File: config.mk
export PLATFORM = sky130hd
export DESIGN_NAME = svd_ctrl
export DESIGN_NICKNAME = d
export VERILOG_FILES = /design/src/svd_pkg.sv /design/src/svd_ctrl.sv /design/src/svd_sync.sv
export VERILOG_INCLUDE_DIRS = /design/src
export SDC_FILE = /design/constraint.sdc
export NUM_CORES = 1
export LEC_CHECK = 0
export ABC_AREA = 1
export BUFFER_PORTS_ARGS = -buffer_cell sky130_fd_sc_hd__buf_2
export CORE_ASPECT_RATIO = 0.7
export CORE_MARGIN = 2
export CORE_UTILIZATION = 57
export CTS_BUF_LIST = sky130_fd_sc_hd__clkbuf_8
export DETAILED_ROUTE_END_ITERATION = 8
export GPL_ROUTABILITY_DRIVEN = 0
export PLACE_DENSITY_LB_ADDON = 0.15
export SLEW_MARGIN = 20
export SYNTH_ARGS = -nofsm -noshare
export SYNTH_HDL_FRONTEND = slang
export SYNTH_SLANG_ARGS = --single-unit
File: constraint.sdc
create_clock -name clk -period 1.7 [get_ports clk]
set_input_delay 0 -clock clk [delete_from_list [all_inputs] [get_ports clk]]
set_output_delay 0 -clock clk [all_outputs]
set_load 0.1 [all_outputs]
File: src/svd_map.svh
// register offsets, field positions, reset values and timing counts
`ifndef SVD_MAP_SVH
`define SVD_MAP_SVH
// ****************************************************
// register map
// ****************************************************
`define SVD_ADDR_W       4
`define SVD_OFF_CTRL     4'h0
`define SVD_OFF_FLAG     4'h1
`define SVD_OFF_IEN      4'h2
// ****************************************************
// control fields
// ****************************************************
`define SVD_BIT_DIR      7
`define SVD_BIT_STABLE   5
`define SVD_BIT_PWR      4
`define SVD_LVL_HI       3
`define SVD_LVL_LO       0
`define SVD_BIT_FLAG     2
`define SVD_BIT_IEN      2
`define SVD_CTRL_RST     8'h05
`define SVD_LVL_EXT      4'hf
// ****************************************************
// timing
// ****************************************************
`define SVD_CLK_MHZ      125
`define SVD_SETTLE_US    20
`define SVD_SETTLE_CYC   (`SVD_SETTLE_US * `SVD_CLK_MHZ)
`define SVD_CNT_W        16
`endif

File: src/svd_pkg.sv
// types shared by the voltage detect control block
package svd_pkg;
   typedef struct packed {
      logic       dirRise;
      logic       pwrEn;
      logic [3:0] tripLevel;
   } svd_ctrl_t;

   typedef enum logic [1:0] {
      SVD_OFF      = 2'b00,
      SVD_SETTLING = 2'b01,
      SVD_ARMED    = 2'b10
   } svd_state_t;
endpackage

File: src/svd_ctrl.sv
// control, settling timer and detect flag for the supply voltage detector
`timescale 1ns/100ps
`default_nettype none
`include "svd_map.svh"
module svd_ctrl #(
   parameter logic [15:0] SETTLE_CYC = 16'(`SVD_SETTLE_CYC)
) (
   // clock and reset
   input  wire logic                   clk,
   input  wire logic                   arst_n,
   // register port
   input  wire logic [`SVD_ADDR_W-1:0] regAddr,
   input  wire logic [7:0]             regWdata,
   input  wire logic                   regWrite,
   input  wire logic                   regRead,
   output var  logic [7:0]             regRdata,
   // analog front end
   input  wire logic                   cmpBelowAsync,
   input  wire logic                   cmpAboveAsync,
   output var  logic                   detectorPowerOn,
   output var  logic                   extInputSelect,
   output var  logic [3:0]             tripLevelSelect,
   // interrupt and wake
   output var  logic                   detectIrq,
   output var  logic                   wakeRequest
);
   // ****************************************************
   // control register
   // ****************************************************
   svd_pkg::svd_ctrl_t ctrl_reg;
   svd_pkg::svd_state_t state_reg;
   svd_pkg::svd_state_t state_next;
   logic [`SVD_CNT_W-1:0] cnt_reg;
   logic [`SVD_CNT_W-1:0] cnt_next;
   logic flag_reg;
   logic ien_reg;
   logic cmpBelow;
   logic cmpAbove;

   wire selCtrl  = (regAddr == `SVD_OFF_CTRL);
   wire selFlag  = (regAddr == `SVD_OFF_FLAG);
   wire selIen   = (regAddr == `SVD_OFF_IEN);
   wire wrCtrl   = regWrite && selCtrl;
   wire wrFlag   = regWrite && selFlag;
   wire wrIen    = regWrite && selIen;
   // a rising write of the enable bit restarts settling
   wire pwrRise  = wrCtrl && regWdata[`SVD_BIT_PWR] && !ctrl_reg.pwrEn;
   wire stable   = (state_reg == svd_pkg::SVD_ARMED);
   // reset image split into the stored fields; the stable bit is not stored
   localparam logic [7:0] CTRL_RST = `SVD_CTRL_RST;
   localparam svd_pkg::svd_ctrl_t CTRL_RST_F = svd_pkg::svd_ctrl_t'(
      {CTRL_RST[`SVD_BIT_DIR], CTRL_RST[`SVD_BIT_PWR],
       CTRL_RST[`SVD_LVL_HI:`SVD_LVL_LO]});
   // a control write decides the enable seen in this cycle
   wire pwrOff   = wrCtrl ? !regWdata[`SVD_BIT_PWR] : !ctrl_reg.pwrEn;

   always_ff @(posedge clk or negedge arst_n) begin
      if (!arst_n) begin
         ctrl_reg <= CTRL_RST_F;
      end else if (wrCtrl) begin
         // stable bit and bit 6 are not writable
         ctrl_reg.dirRise   <= regWdata[`SVD_BIT_DIR];
         ctrl_reg.pwrEn     <= regWdata[`SVD_BIT_PWR];
         ctrl_reg.tripLevel <= regWdata[`SVD_LVL_HI:`SVD_LVL_LO];
      end
   end

   // ****************************************************
   // comparator synchronisers
   // ****************************************************
   svd_sync u_syncBelow (
      .clk     (clk),
      .arst_n  (arst_n),
      .asyncIn (cmpBelowAsync),
      .syncOut (cmpBelow)
   );

   svd_sync u_syncAbove (
      .clk     (clk),
      .arst_n  (arst_n),
      .asyncIn (cmpAboveAsync),
      .syncOut (cmpAbove)
   );

   // ****************************************************
   // settling sequencer
   // ****************************************************
   wire settleDone = (cnt_reg >= SETTLE_CYC - 16'h0001);

   always_comb begin
      state_next = state_reg;
      cnt_next   = cnt_reg;
      unique case (state_reg)
         svd_pkg::SVD_OFF: begin
            cnt_next = '0;
            if (pwrRise) begin
               state_next = svd_pkg::SVD_SETTLING;
            end
         end
         svd_pkg::SVD_SETTLING: begin
            cnt_next = cnt_reg + 16'h0001;
            if (settleDone) begin
               state_next = svd_pkg::SVD_ARMED;
            end
         end
         svd_pkg::SVD_ARMED: begin
            cnt_next = '0;
         end
         default: begin
            state_next = svd_pkg::SVD_OFF;
            cnt_next   = '0;
         end
      endcase
      // disable always wins and drops the stable bit
      if (pwrOff) begin
         state_next = svd_pkg::SVD_OFF;
         cnt_next   = '0;
      end
   end

   always_ff @(posedge clk or negedge arst_n) begin
      if (!arst_n) begin
         state_reg <= svd_pkg::SVD_OFF;
         cnt_reg   <= '0;
      end else begin
         state_reg <= state_next;
         cnt_reg   <= cnt_next;
      end
   end

   // ****************************************************
   // detect flag
   // ****************************************************
   // comparator trips are only trusted after settling
   wire cmpTrip  = ctrl_reg.dirRise ? cmpAbove : cmpBelow;
   wire event_w  = ctrl_reg.pwrEn && stable && cmpTrip;
   wire flagNext = event_w | (flag_reg & ~(wrFlag & ~regWdata[`SVD_BIT_FLAG]));

   always_ff @(posedge clk or negedge arst_n) begin
      if (!arst_n) begin
         flag_reg <= 1'b0;
         ien_reg  <= 1'b0;
      end else begin
         // set wins over a software clear
         flag_reg <= flagNext;
         if (wrIen) begin
            ien_reg <= regWdata[`SVD_BIT_IEN];
         end
      end
   end

   // ****************************************************
   // read port and outputs
   // ****************************************************
   wire [7:0] ctrlRead = {ctrl_reg.dirRise, 1'b0, stable, ctrl_reg.pwrEn,
                          ctrl_reg.tripLevel};
   wire [7:0] flagRead = {5'h00, flag_reg, 2'h0};
   wire [7:0] ienRead  = {5'h00, ien_reg, 2'h0};
   wire [7:0] rdMux    = selCtrl ? ctrlRead :
                         selFlag ? flagRead :
                         selIen  ? ienRead  : 8'h00;

   always_ff @(posedge clk or negedge arst_n) begin
      if (!arst_n) begin
         regRdata        <= 8'h00;
         detectorPowerOn <= 1'b0;
         extInputSelect  <= 1'b0;
         tripLevelSelect <= 4'h0;
         detectIrq       <= 1'b0;
         wakeRequest     <= 1'b0;
      end else begin
         regRdata        <= regRead ? rdMux : 8'h00;
         detectorPowerOn <= ctrl_reg.pwrEn;
         extInputSelect  <= (ctrl_reg.tripLevel == `SVD_LVL_EXT);
         tripLevelSelect <= ctrl_reg.tripLevel;
         detectIrq       <= flagNext && ien_reg;
         // sleep runs on the same clock; wake follows the flag
         wakeRequest     <= flagNext;
      end
   end
endmodule // svd_ctrl
`default_nettype wire

File: src/svd_sync.sv
// two-stage synchroniser for the comparator output
`timescale 1ns/100ps
`default_nettype none
module svd_sync (
   // clock and reset
   input  wire logic clk,
   input  wire logic arst_n,
   // data
   input  wire logic asyncIn,
   output var  logic syncOut
);
   logic stage1_reg;

   always_ff @(posedge clk or negedge arst_n) begin
      if (!arst_n) begin
         stage1_reg <= 1'b0;
         syncOut    <= 1'b0;
      end else begin
         stage1_reg <= asyncIn;
         syncOut    <= stage1_reg;
      end
   end
endmodule // svd_sync
`default_nettype wire

==> results of run 1 <==
## timing repair
action / in CTS / in global routing
resized for setup: 0 / 1
buffers inserted: 0 / 1
endpoints found under the setup margin: 0 / 3
endpoints found under the hold margin: 41 / 0
hold buffers: 9 / 0
## power breakdown
part           switching [mW]  leakage, nW  internal, mW
Combinational           0.703        0.515         0.173
Clock                   0.342       0.0505         0.276
Sequential             0.0613        0.572          1.17
## worst paths after layout
| path | from | to | slack, ps | cells past startpoint |
|---|---|---|---|---|
| min in group asynchronous | arst_n | ctrlRead[4] | 340 | 2 |
| min reg2reg | u_syncBelow.stage1_reg | u_syncBelow.syncOut | 360 | 0 |
| max | cnt_reg[0] | cnt_reg[12] | 190 | 8 |
| min | regWdata[4] | ctrlRead[4] | 30 | 3 |
| max reg2reg | cnt_reg[0] | cnt_reg[12] | 190 | 8 |
| max in group asynchronous | arst_n | ctrlRead[1] | 780 | 3 |
## cell usage in the layout (no fill, tap or decap), types with 2 or more instances in the layout
master                          netlist  final
sky130_fd_sc_hd__a21oi_1              6      6
sky130_fd_sc_hd__a31oi_1              3      3
sky130_fd_sc_hd__buf_2                0     30
sky130_fd_sc_hd__buf_4                1      3
sky130_fd_sc_hd__clkbuf_8             0      5
sky130_fd_sc_hd__dfrtp_1             42     42
sky130_fd_sc_hd__dfstp_2              2      2
sky130_fd_sc_hd__dlygate4sd3_1        0      9
sky130_fd_sc_hd__inv_1               29     31
sky130_fd_sc_hd__nand2_1             33     33
sky130_fd_sc_hd__nand2_2              3      3
sky130_fd_sc_hd__nand3_1              9      9
sky130_fd_sc_hd__nand4_1              2      2
sky130_fd_sc_hd__nor2_1              34     33
sky130_fd_sc_hd__nor2_2               2      3
sky130_fd_sc_hd__nor2_4               3      3
sky130_fd_sc_hd__nor3_2               3      3
sky130_fd_sc_hd__o21ai_0              9      9
sky130_fd_sc_hd__o21ai_1              4      4
sky130_fd_sc_hd__o21ai_2              3      3
## logic make-up (layout without fill, tap and decap cells)
group                      count (synthesis)  after routing  share of synthesized area
AOI/OAI and AO/OA                         30             30                     0.1007
buffers and inverters                     31             80                    0.06233
DFF                                       44             44                     0.5727
and+or+nand+nor                           96             96                     0.2513
xor gates and xnor gates                   1              1                   0.004546
other                                      1              1                   0.001946
adders and majority gates                  1              1                   0.006492
## per-stage QoR
stage          hold WS [ps]  total power [mW]    util
2_1_floorplan        -295.6             1.940       -
4_1_cts               25.72             2.743  0.7220
3_5_place_dp          109.9             2.117  0.6682
5_1_grt               19.61             2.873  0.7251
3_3_place_gp          109.1             2.106  0.6682
6_report              27.43             2.730  0.7251
## routing by layer
| metal | vias up | GRT usage |
|---|---|---|
| li1 | 747 | - |
| met1 | 644 | 0.3292 |
| met2 | 43 | 0.2961 |
| met3 | 5 | 0.09231 |
| met4 | 0 | 0.05455 |
| met5 | - | 0 |
## worst max-delay path: cells and delay by family, from the launching register on
kind / cells / cell delay [ps]
AOI/OAI and AO/OA: 2 / 190
adders and majority gates: 1 / 170
buffers and inverters: 1 / 90
DFF: 1 / 380
and+or+nand+nor: 4 / 560
## layout make-up
class                   instances  area share
multi-input cells             129      0.3050
clock buffers                   5     0.02975
inverters                      30     0.04867
clock inverters                 3    0.005408
repair buffers                 42      0.1136
flip-flops and latches         44      0.4770
well taps                      38     0.02055
==> flow_metrics.py, run 1 <==
metrics = {
    "status": {
        "status": "finished clean",
    },
    "floorplanning": {
        "fp-row-count": 17,
        "placeableCoreArea_sq_um": 3191,
        "chipHeight_um": 52.65,
        "die_w_um": 73.49,
        "design.portCount": 34,
        "fp.dieArea_sq_um": 3869,
        "floorplan.initialDensity": 0.6039,
    },
    "timing": {
        "fmaxAchievable_ghz": 0.6633,
        "timing.setup.tns_ps": 0,
        "final-hold-violation-count": 0,
        "max-slew-margin-rel": 0.4770,
        "worst_clock_skew_ps": 9.618,
        "setup_viol": 0,
        "tightestPinTransition_ps": 784.6,
        "final.min_clock_period_ps": 1508,
        "drv_slew": 0,
        "postLayoutSetupSlackWorst_ps": 192.3,
        "period_share": 0.8869,
    },
    "power_and_ir_drop": {
        "p_leak_nw": 1.138,
        "power_density_nw_per_um2": 1180,
        "ir_drop_mv": 1.088,
    },
    "logic_synthesis": {
        "most_numerous_cell_in_the_yosys_netlist": "sky130_fd_sc_hd__dfrtp_1",
        "synth.net_count": 223,
        "yosys.area.top_type": "sky130_fd_sc_hd__dfrtp_1",
        "synth-async-reset-ratio": 1.000,
        "synth_seq_area_share": 0.5727,
        "synthesis.instances": 204,
        "synth_largest_type_area_fraction": 0.5455,
        "mappedNetlistArea_sq_um": 1927,
        "synth_enable_flop_cells": 0,
        "synth_ff_type": "sky130_fd_sc_hd__dfrtp_1",
        "synth_common_cells": "sky130_fd_sc_hd__dfrtp_1 (42), sky130_fd_sc_hd__nor2_1 (34), sky130_fd_sc_hd__nand2_1 (33), sky130_fd_sc_hd__inv_1 (29)",
        "synth_cell_types": 33,
        "synth_area_leaders": "sky130_fd_sc_hd__dfrtp_1 (55%), sky130_fd_sc_hd__nor2_1 (6.6%), sky130_fd_sc_hd__nand2_1 (6.4%)",
        "synth_warnings": 0,
        "syn-mean-instance-area_sq_um": 9.445,
        "synth.ff_latch_count": 44,
    },
    "cts": {
        "root_buffer": "sky130_fd_sc_hd__clkbuf_8",
        "worst_skew_pair.late_latency_ps": 310,
        "clkTransAtPathRegs_ps": 80,
        "clockBufferDepth": 2,
        "numClockSinks": 44,
        "htree_depth": 2,
        "clock_tree_from_tritoncts": "yes",
        "total_clock_buffers_created_by_cts": 5,
    },
    "final_layout": {
        "post_route_cells_drive_above_1_share": 0.2530,
        "postLayoutCellArea_sq_um": 2313,
        "layout.filler_cells": 241,
        "footprint_of_the_multi_input_gates_sq_um": 705.7,
        "seqCellArea_sq_um": 1104,
        "antennaDiodeCount": 0,
        "largest_register_ff_count": 16,
        "final_instance_count_excl_fillers": 291,
        "fin_nets": 271,
        "flow.area_growth_from_synthesis_pct": 20.06,
    },
    "global_route": {
        "grt_start_max_net_pins": 37,
        "grt.overflow.total": 0,
        "grt.total_usage": 0.2215,
        "antenna_found_initial": 0,
        "via_count_of_the_first_global_routing_pass": 1295,
        "first_pass_grt_wire_length_um": 6147,
    },
    "drt": {
        "first_iter_violations": 115,
        "routed-wl-met2_um": 1480,
        "met3_wirelength_um": 227,
        "drt_wl_total_um": 3571,
        "drt-pass1-iter-count": 4,
        "route.vias.total": 1439,
        "drt-wirelength-per-cell_um": 12.27,
        "maxUsedRoutingLayer": "met4",
        "drc": 0,
        "detail_route.vias_per_cell": 4.945,
        "met1Wirelength_um": 1828,
        "antenna_left": 0,
    },
    "flow_run": {
        "cap_viol_max_count": 0,
    },
    "worst_setup_path": {
        "path_cells": "ha_1 -> nand2_1 -> nor2_4 -> nand3_1 -> nor2_2 -> inv_1 -> o21ai_1 -> a21oi_2",
        "slowest_delay_ps": 380,
        "worst-endpoint-required_ps": 1890,
        "timing.critical_path.from_type": "flop",
        "category_of_the_worst_setup_path_capture_point": "flop",
        "crit_type": "flop to flop",
        "worstPathArrival_ps": 1700,
        "slowest_stage": "sky130_fd_sc_hd__dfrtp_1",
        "path_max_fanout": 5,
    },
    "placement": {
        "port_buffers": 30,
        "post-place-cells": 273,
        "detailed_place.area_sq_um": 2132,
        "pre_cts_ws_ps": 171.6,
        "post_dp_hpwl_um": 2542,
    },
    "min_path": {
        "hold_class": "input port to flop",
    },
}
No activity file was read; power rests on OpenSTA's default activity.
==> inputs of run 2 (changes only) <==
Settings changed: ABC_AREA 1 to unset, CORE_UTILIZATION 57 to 56, RECOVER_POWER set to 100, SYNTH_HIERARCHICAL set to 1.
==> run 2 against run 1 <==
  * Count of clock-buffer cells in the layout is the same
  * Register-to-register slack got worse by 30 ps
  * First-iteration DRC count fell by 53%
  * Sequential power about the same
  * Critical endpoint is now cnt_reg[14]
  * Synthesized area shrank 7.0%
  * Fmax is 2.0% lower
  * Die area shrank 5.0%
  * Highest routed layer unchanged
  * Combinational power down 17%
  * Setup slack lost 31 ps
  * Non-clock buffer count is 1 lower
  * Core utilization shrank 2.4 points
==> flow_metrics.py, run 2 <==
metrics = {
    "floorplanning": {
        "placeableCoreArea_sq_um": 3105,
        "die_w_um": 71.61,
        "fp.dieArea_sq_um": 3675,
        "design.portCount": 34,
        "chipHeight_um": 51.33,
        "fp-row-count": 17,
        "floorplan.initialDensity": 0.5770,
    },
    "drt": {
        "first_iter_violations": 54,
        "detail_route.vias_per_cell": 5.186,
        "drt-wirelength-per-cell_um": 14.00,
        "drt-pass1-iter-count": 4,
        "drt_wl_total_um": 3303,
        "drc": 0,
        "route.vias.total": 1224,
        "antenna_left": 0,
    },
    "logic_synthesis": {
        "synth_cell_types": 32,
        "synth_ff_type": "sky130_fd_sc_hd__dfrtp_1",
        "synth-async-reset-ratio": 1.000,
        "syn-mean-instance-area_sq_um": 11.71,
        "synth_warnings": 6,
        "synthesis.instances": 153,
        "synth_common_cells": "sky130_fd_sc_hd__dfrtp_1 (42), sky130_fd_sc_hd__nor2_1 (23), sky130_fd_sc_hd__xnor2_1 (10), sky130_fd_sc_hd__nand4_1 (7), sky130_fd_sc_hd__nor3_1 (7)",
        "yosys.area.top_type": "sky130_fd_sc_hd__dfrtp_1",
        "synth.ff_latch_count": 44,
        "synth_seq_area_share": 0.6159,
        "synth_largest_type_area_fraction": 0.5866,
        "synth_enable_flop_cells": 0,
        "synth.net_count": 172,
        "synth_area_leaders": "sky130_fd_sc_hd__dfrtp_1 (59%), sky130_fd_sc_hd__xnor2_1 (4.9%), sky130_fd_sc_hd__nor2_1 (4.8%)",
        "mappedNetlistArea_sq_um": 1792,
        "most_numerous_cell_in_the_yosys_netlist": "sky130_fd_sc_hd__dfrtp_1",
    },
    "timing": {
        "final.min_clock_period_ps": 1539,
        "max-slew-margin-rel": 0.3079,
        "tightestPinTransition_ps": 1038,
        "postLayoutSetupSlackWorst_ps": 161.3,
        "timing.setup.tns_ps": 0,
        "worst_clock_skew_ps": 3.368,
        "setup_viol": 0,
        "fmaxAchievable_ghz": 0.6499,
        "grt_setup_unrepaired": "false",
        "period_share": 0.9051,
        "final-hold-violation-count": 0,
        "drv_slew": 0,
    },
    "placement": {
        "post-place-cells": 219,
        "pre_cts_ws_ps": 136.4,
        "post_dp_hpwl_um": 2176,
        "port_buffers": 30,
    },
    "worst_setup_path": {
        "timing.critical_path.from_type": "flop",
        "path_max_fanout": 5,
        "worst-endpoint-required_ps": 1870,
        "crit_type": "flop to flop",
        "worstPathArrival_ps": 1710,
        "category_of_the_worst_setup_path_capture_point": "flop",
    },
    "global_route": {
        "first_pass_grt_wire_length_um": 5306,
        "via_count_of_the_first_global_routing_pass": 1176,
        "antenna_found_initial": 0,
        "grt_start_max_net_pins": 45,
        "grt.overflow.total": 0,
        "grt.total_usage": 0.2008,
    },
    "final_layout": {
        "final_common_cell": "sky130_fd_sc_hd__dfrtp_1",
        "flow.area_growth_from_synthesis_pct": 21.58,
        "post_route_cells_drive_above_1_share": 0.2424,
        "utilization": 0.7015,
        "final_instance_count_excl_fillers": 236,
        "largest_register_ff_count": 16,
        "layout.filler_cells": 231,
        "mostFrequentLayoutCells": "sky130_fd_sc_hd__dfrtp_1 (42), sky130_fd_sc_hd__nor2_1 (23), sky130_fd_sc_hd__clkbuf_2 (16)",
        "fin_nets": 216,
        "antennaDiodeCount": 0,
    },
    "flow_run": {
        "cap_viol_max_count": 0,
    },
    "cts": {
        "post_cts_buffers": 0,
        "worst_skew_pair.late_latency_ps": 300,
        "clkTransAtPathRegs_ps": 80,
        "numClockSinks": 44,
        "clockBufferDepth": 2,
        "total_clock_buffers_created_by_cts": 5,
        "root_buffer": "sky130_fd_sc_hd__clkbuf_8",
        "clock_tree_from_tritoncts": "yes",
        "htree_depth": 2,
    },
    "power_and_ir_drop": {
        "ir_drop_mv": 0.8180,
        "power_density_nw_per_um2": 1282,
        "p_leak_nw": 0.9587,
        "design_power_total_mw": 2.792,
    },
    "status": {
        "status": "finished clean",
    },
    "min_path": {
        "hold_class": "input port to flop",
    },
}
[run 2: changes by cell type in the layout (fill, tap and decap cells not counted), sizes merged, moves of 4 or more]
cell	previous run	this run
buf	33	15
nand2	36	5
nand4	3	7
xnor2	0	10
inv	31	6
nand3	10	5
and2	0	5
o21ai	17	4
clkbuf	5	22
a21oi	7	2
nor2	40	23
mux2	0	6
[run 2: final timing paths]
check,from,to,slack (ps),cells after the start
setup / recovery,cnt_reg[0],cnt_reg[14],160,5
hold / removal,regAddr[1],regRdata[2],30,3
setup reg to reg,cnt_reg[0],cnt_reg[14],160,5
hold reg to reg,u_syncBelow/stage1_reg,u_syncBelow/syncOut,350,0
max in group asynchronous,arst_n,cnt_reg[15],570,3
min in group asynchronous,arst_n,cnt_reg[8],500,3
[run 2: worst max-delay path: stages, from the launching register on]
cell	delay, ps
sky130_fd_sc_hd__dfrtp_1	410
sky130_fd_sc_hd__ha_1	270
sky130_fd_sc_hd__nand4_1	190
sky130_fd_sc_hd__nor4_2	330
sky130_fd_sc_hd__xnor2_1	160
sky130_fd_sc_hd__nor2_1	50
[run 2: layer usage]
metal  part of all wire  routed length [um]  up-vias  track usage
li1                   -                   -      608            -
met1               0.50                1649      589       0.2715
met2               0.46                1523       25       0.2917
met3              0.033                 108        2      0.05523
met4             0.0064                  21        0       0.1195
met5                  0                   0        -            0
[run 2: repair_timing]
| item | in CTS | in global routing |
|---|---|---|
| endpoints found under the setup margin | 0 | 1 |
| hold buffers | 9 | 0 |
| endpoints found under the hold margin | 52 | 0 |
| gates resized for setup | 0 | 1 |
[run 2: power breakdown]
group          internal (mW)  total, mW  switching (mW)
Combinational          0.158      0.728           0.570
Sequential              1.17       1.26          0.0827
Clock                  0.442      0.807           0.365
Total                   1.77       2.79            1.02
[run 2: through the flow]
step | instance area [sq um] | hold WS, ps
after CTS | 2181 | 14.53
final | 2178 | 32.84
after global placement | 1974 | 94.32
after floorplan | 1792 | -295.6
after global routing | 2178 | 49.29
after detailed placement | 1974 | 100.2
[run 2: cell type report]
class / instances / area (sq um) / share of cell area
clock inverter: 3 / 47.55 / 0.02183
sequential: 44 / 1104 / 0.5066
clock buffer: 5 / 68.82 / 0.03159
timing repair buffer: 41 / 249.0 / 0.1143
inverter: 6 / 22.52 / 0.01034
tap: 38 / 47.55 / 0.02183
multi-input combinational: 99 / 639.4 / 0.2935
[run 2: kinds of logic (layout without fill, tap and decap cells)]
group                    count (synthesis)  after routing  share of synthesized area
AO/OA/AOI/OAI                           11             11                    0.04679
AND/OR/NAND/NOR                         64             64                     0.1816
flip-flops                              44             44                     0.6159
buffers and inverters                   10             55                    0.02932
XOR/XNOR                                14             14                    0.06843
multiplexers                             8              8                    0.04888
adder cells (fa/ha/maj)                  1              1                   0.006982
other                                    1              1                   0.002093
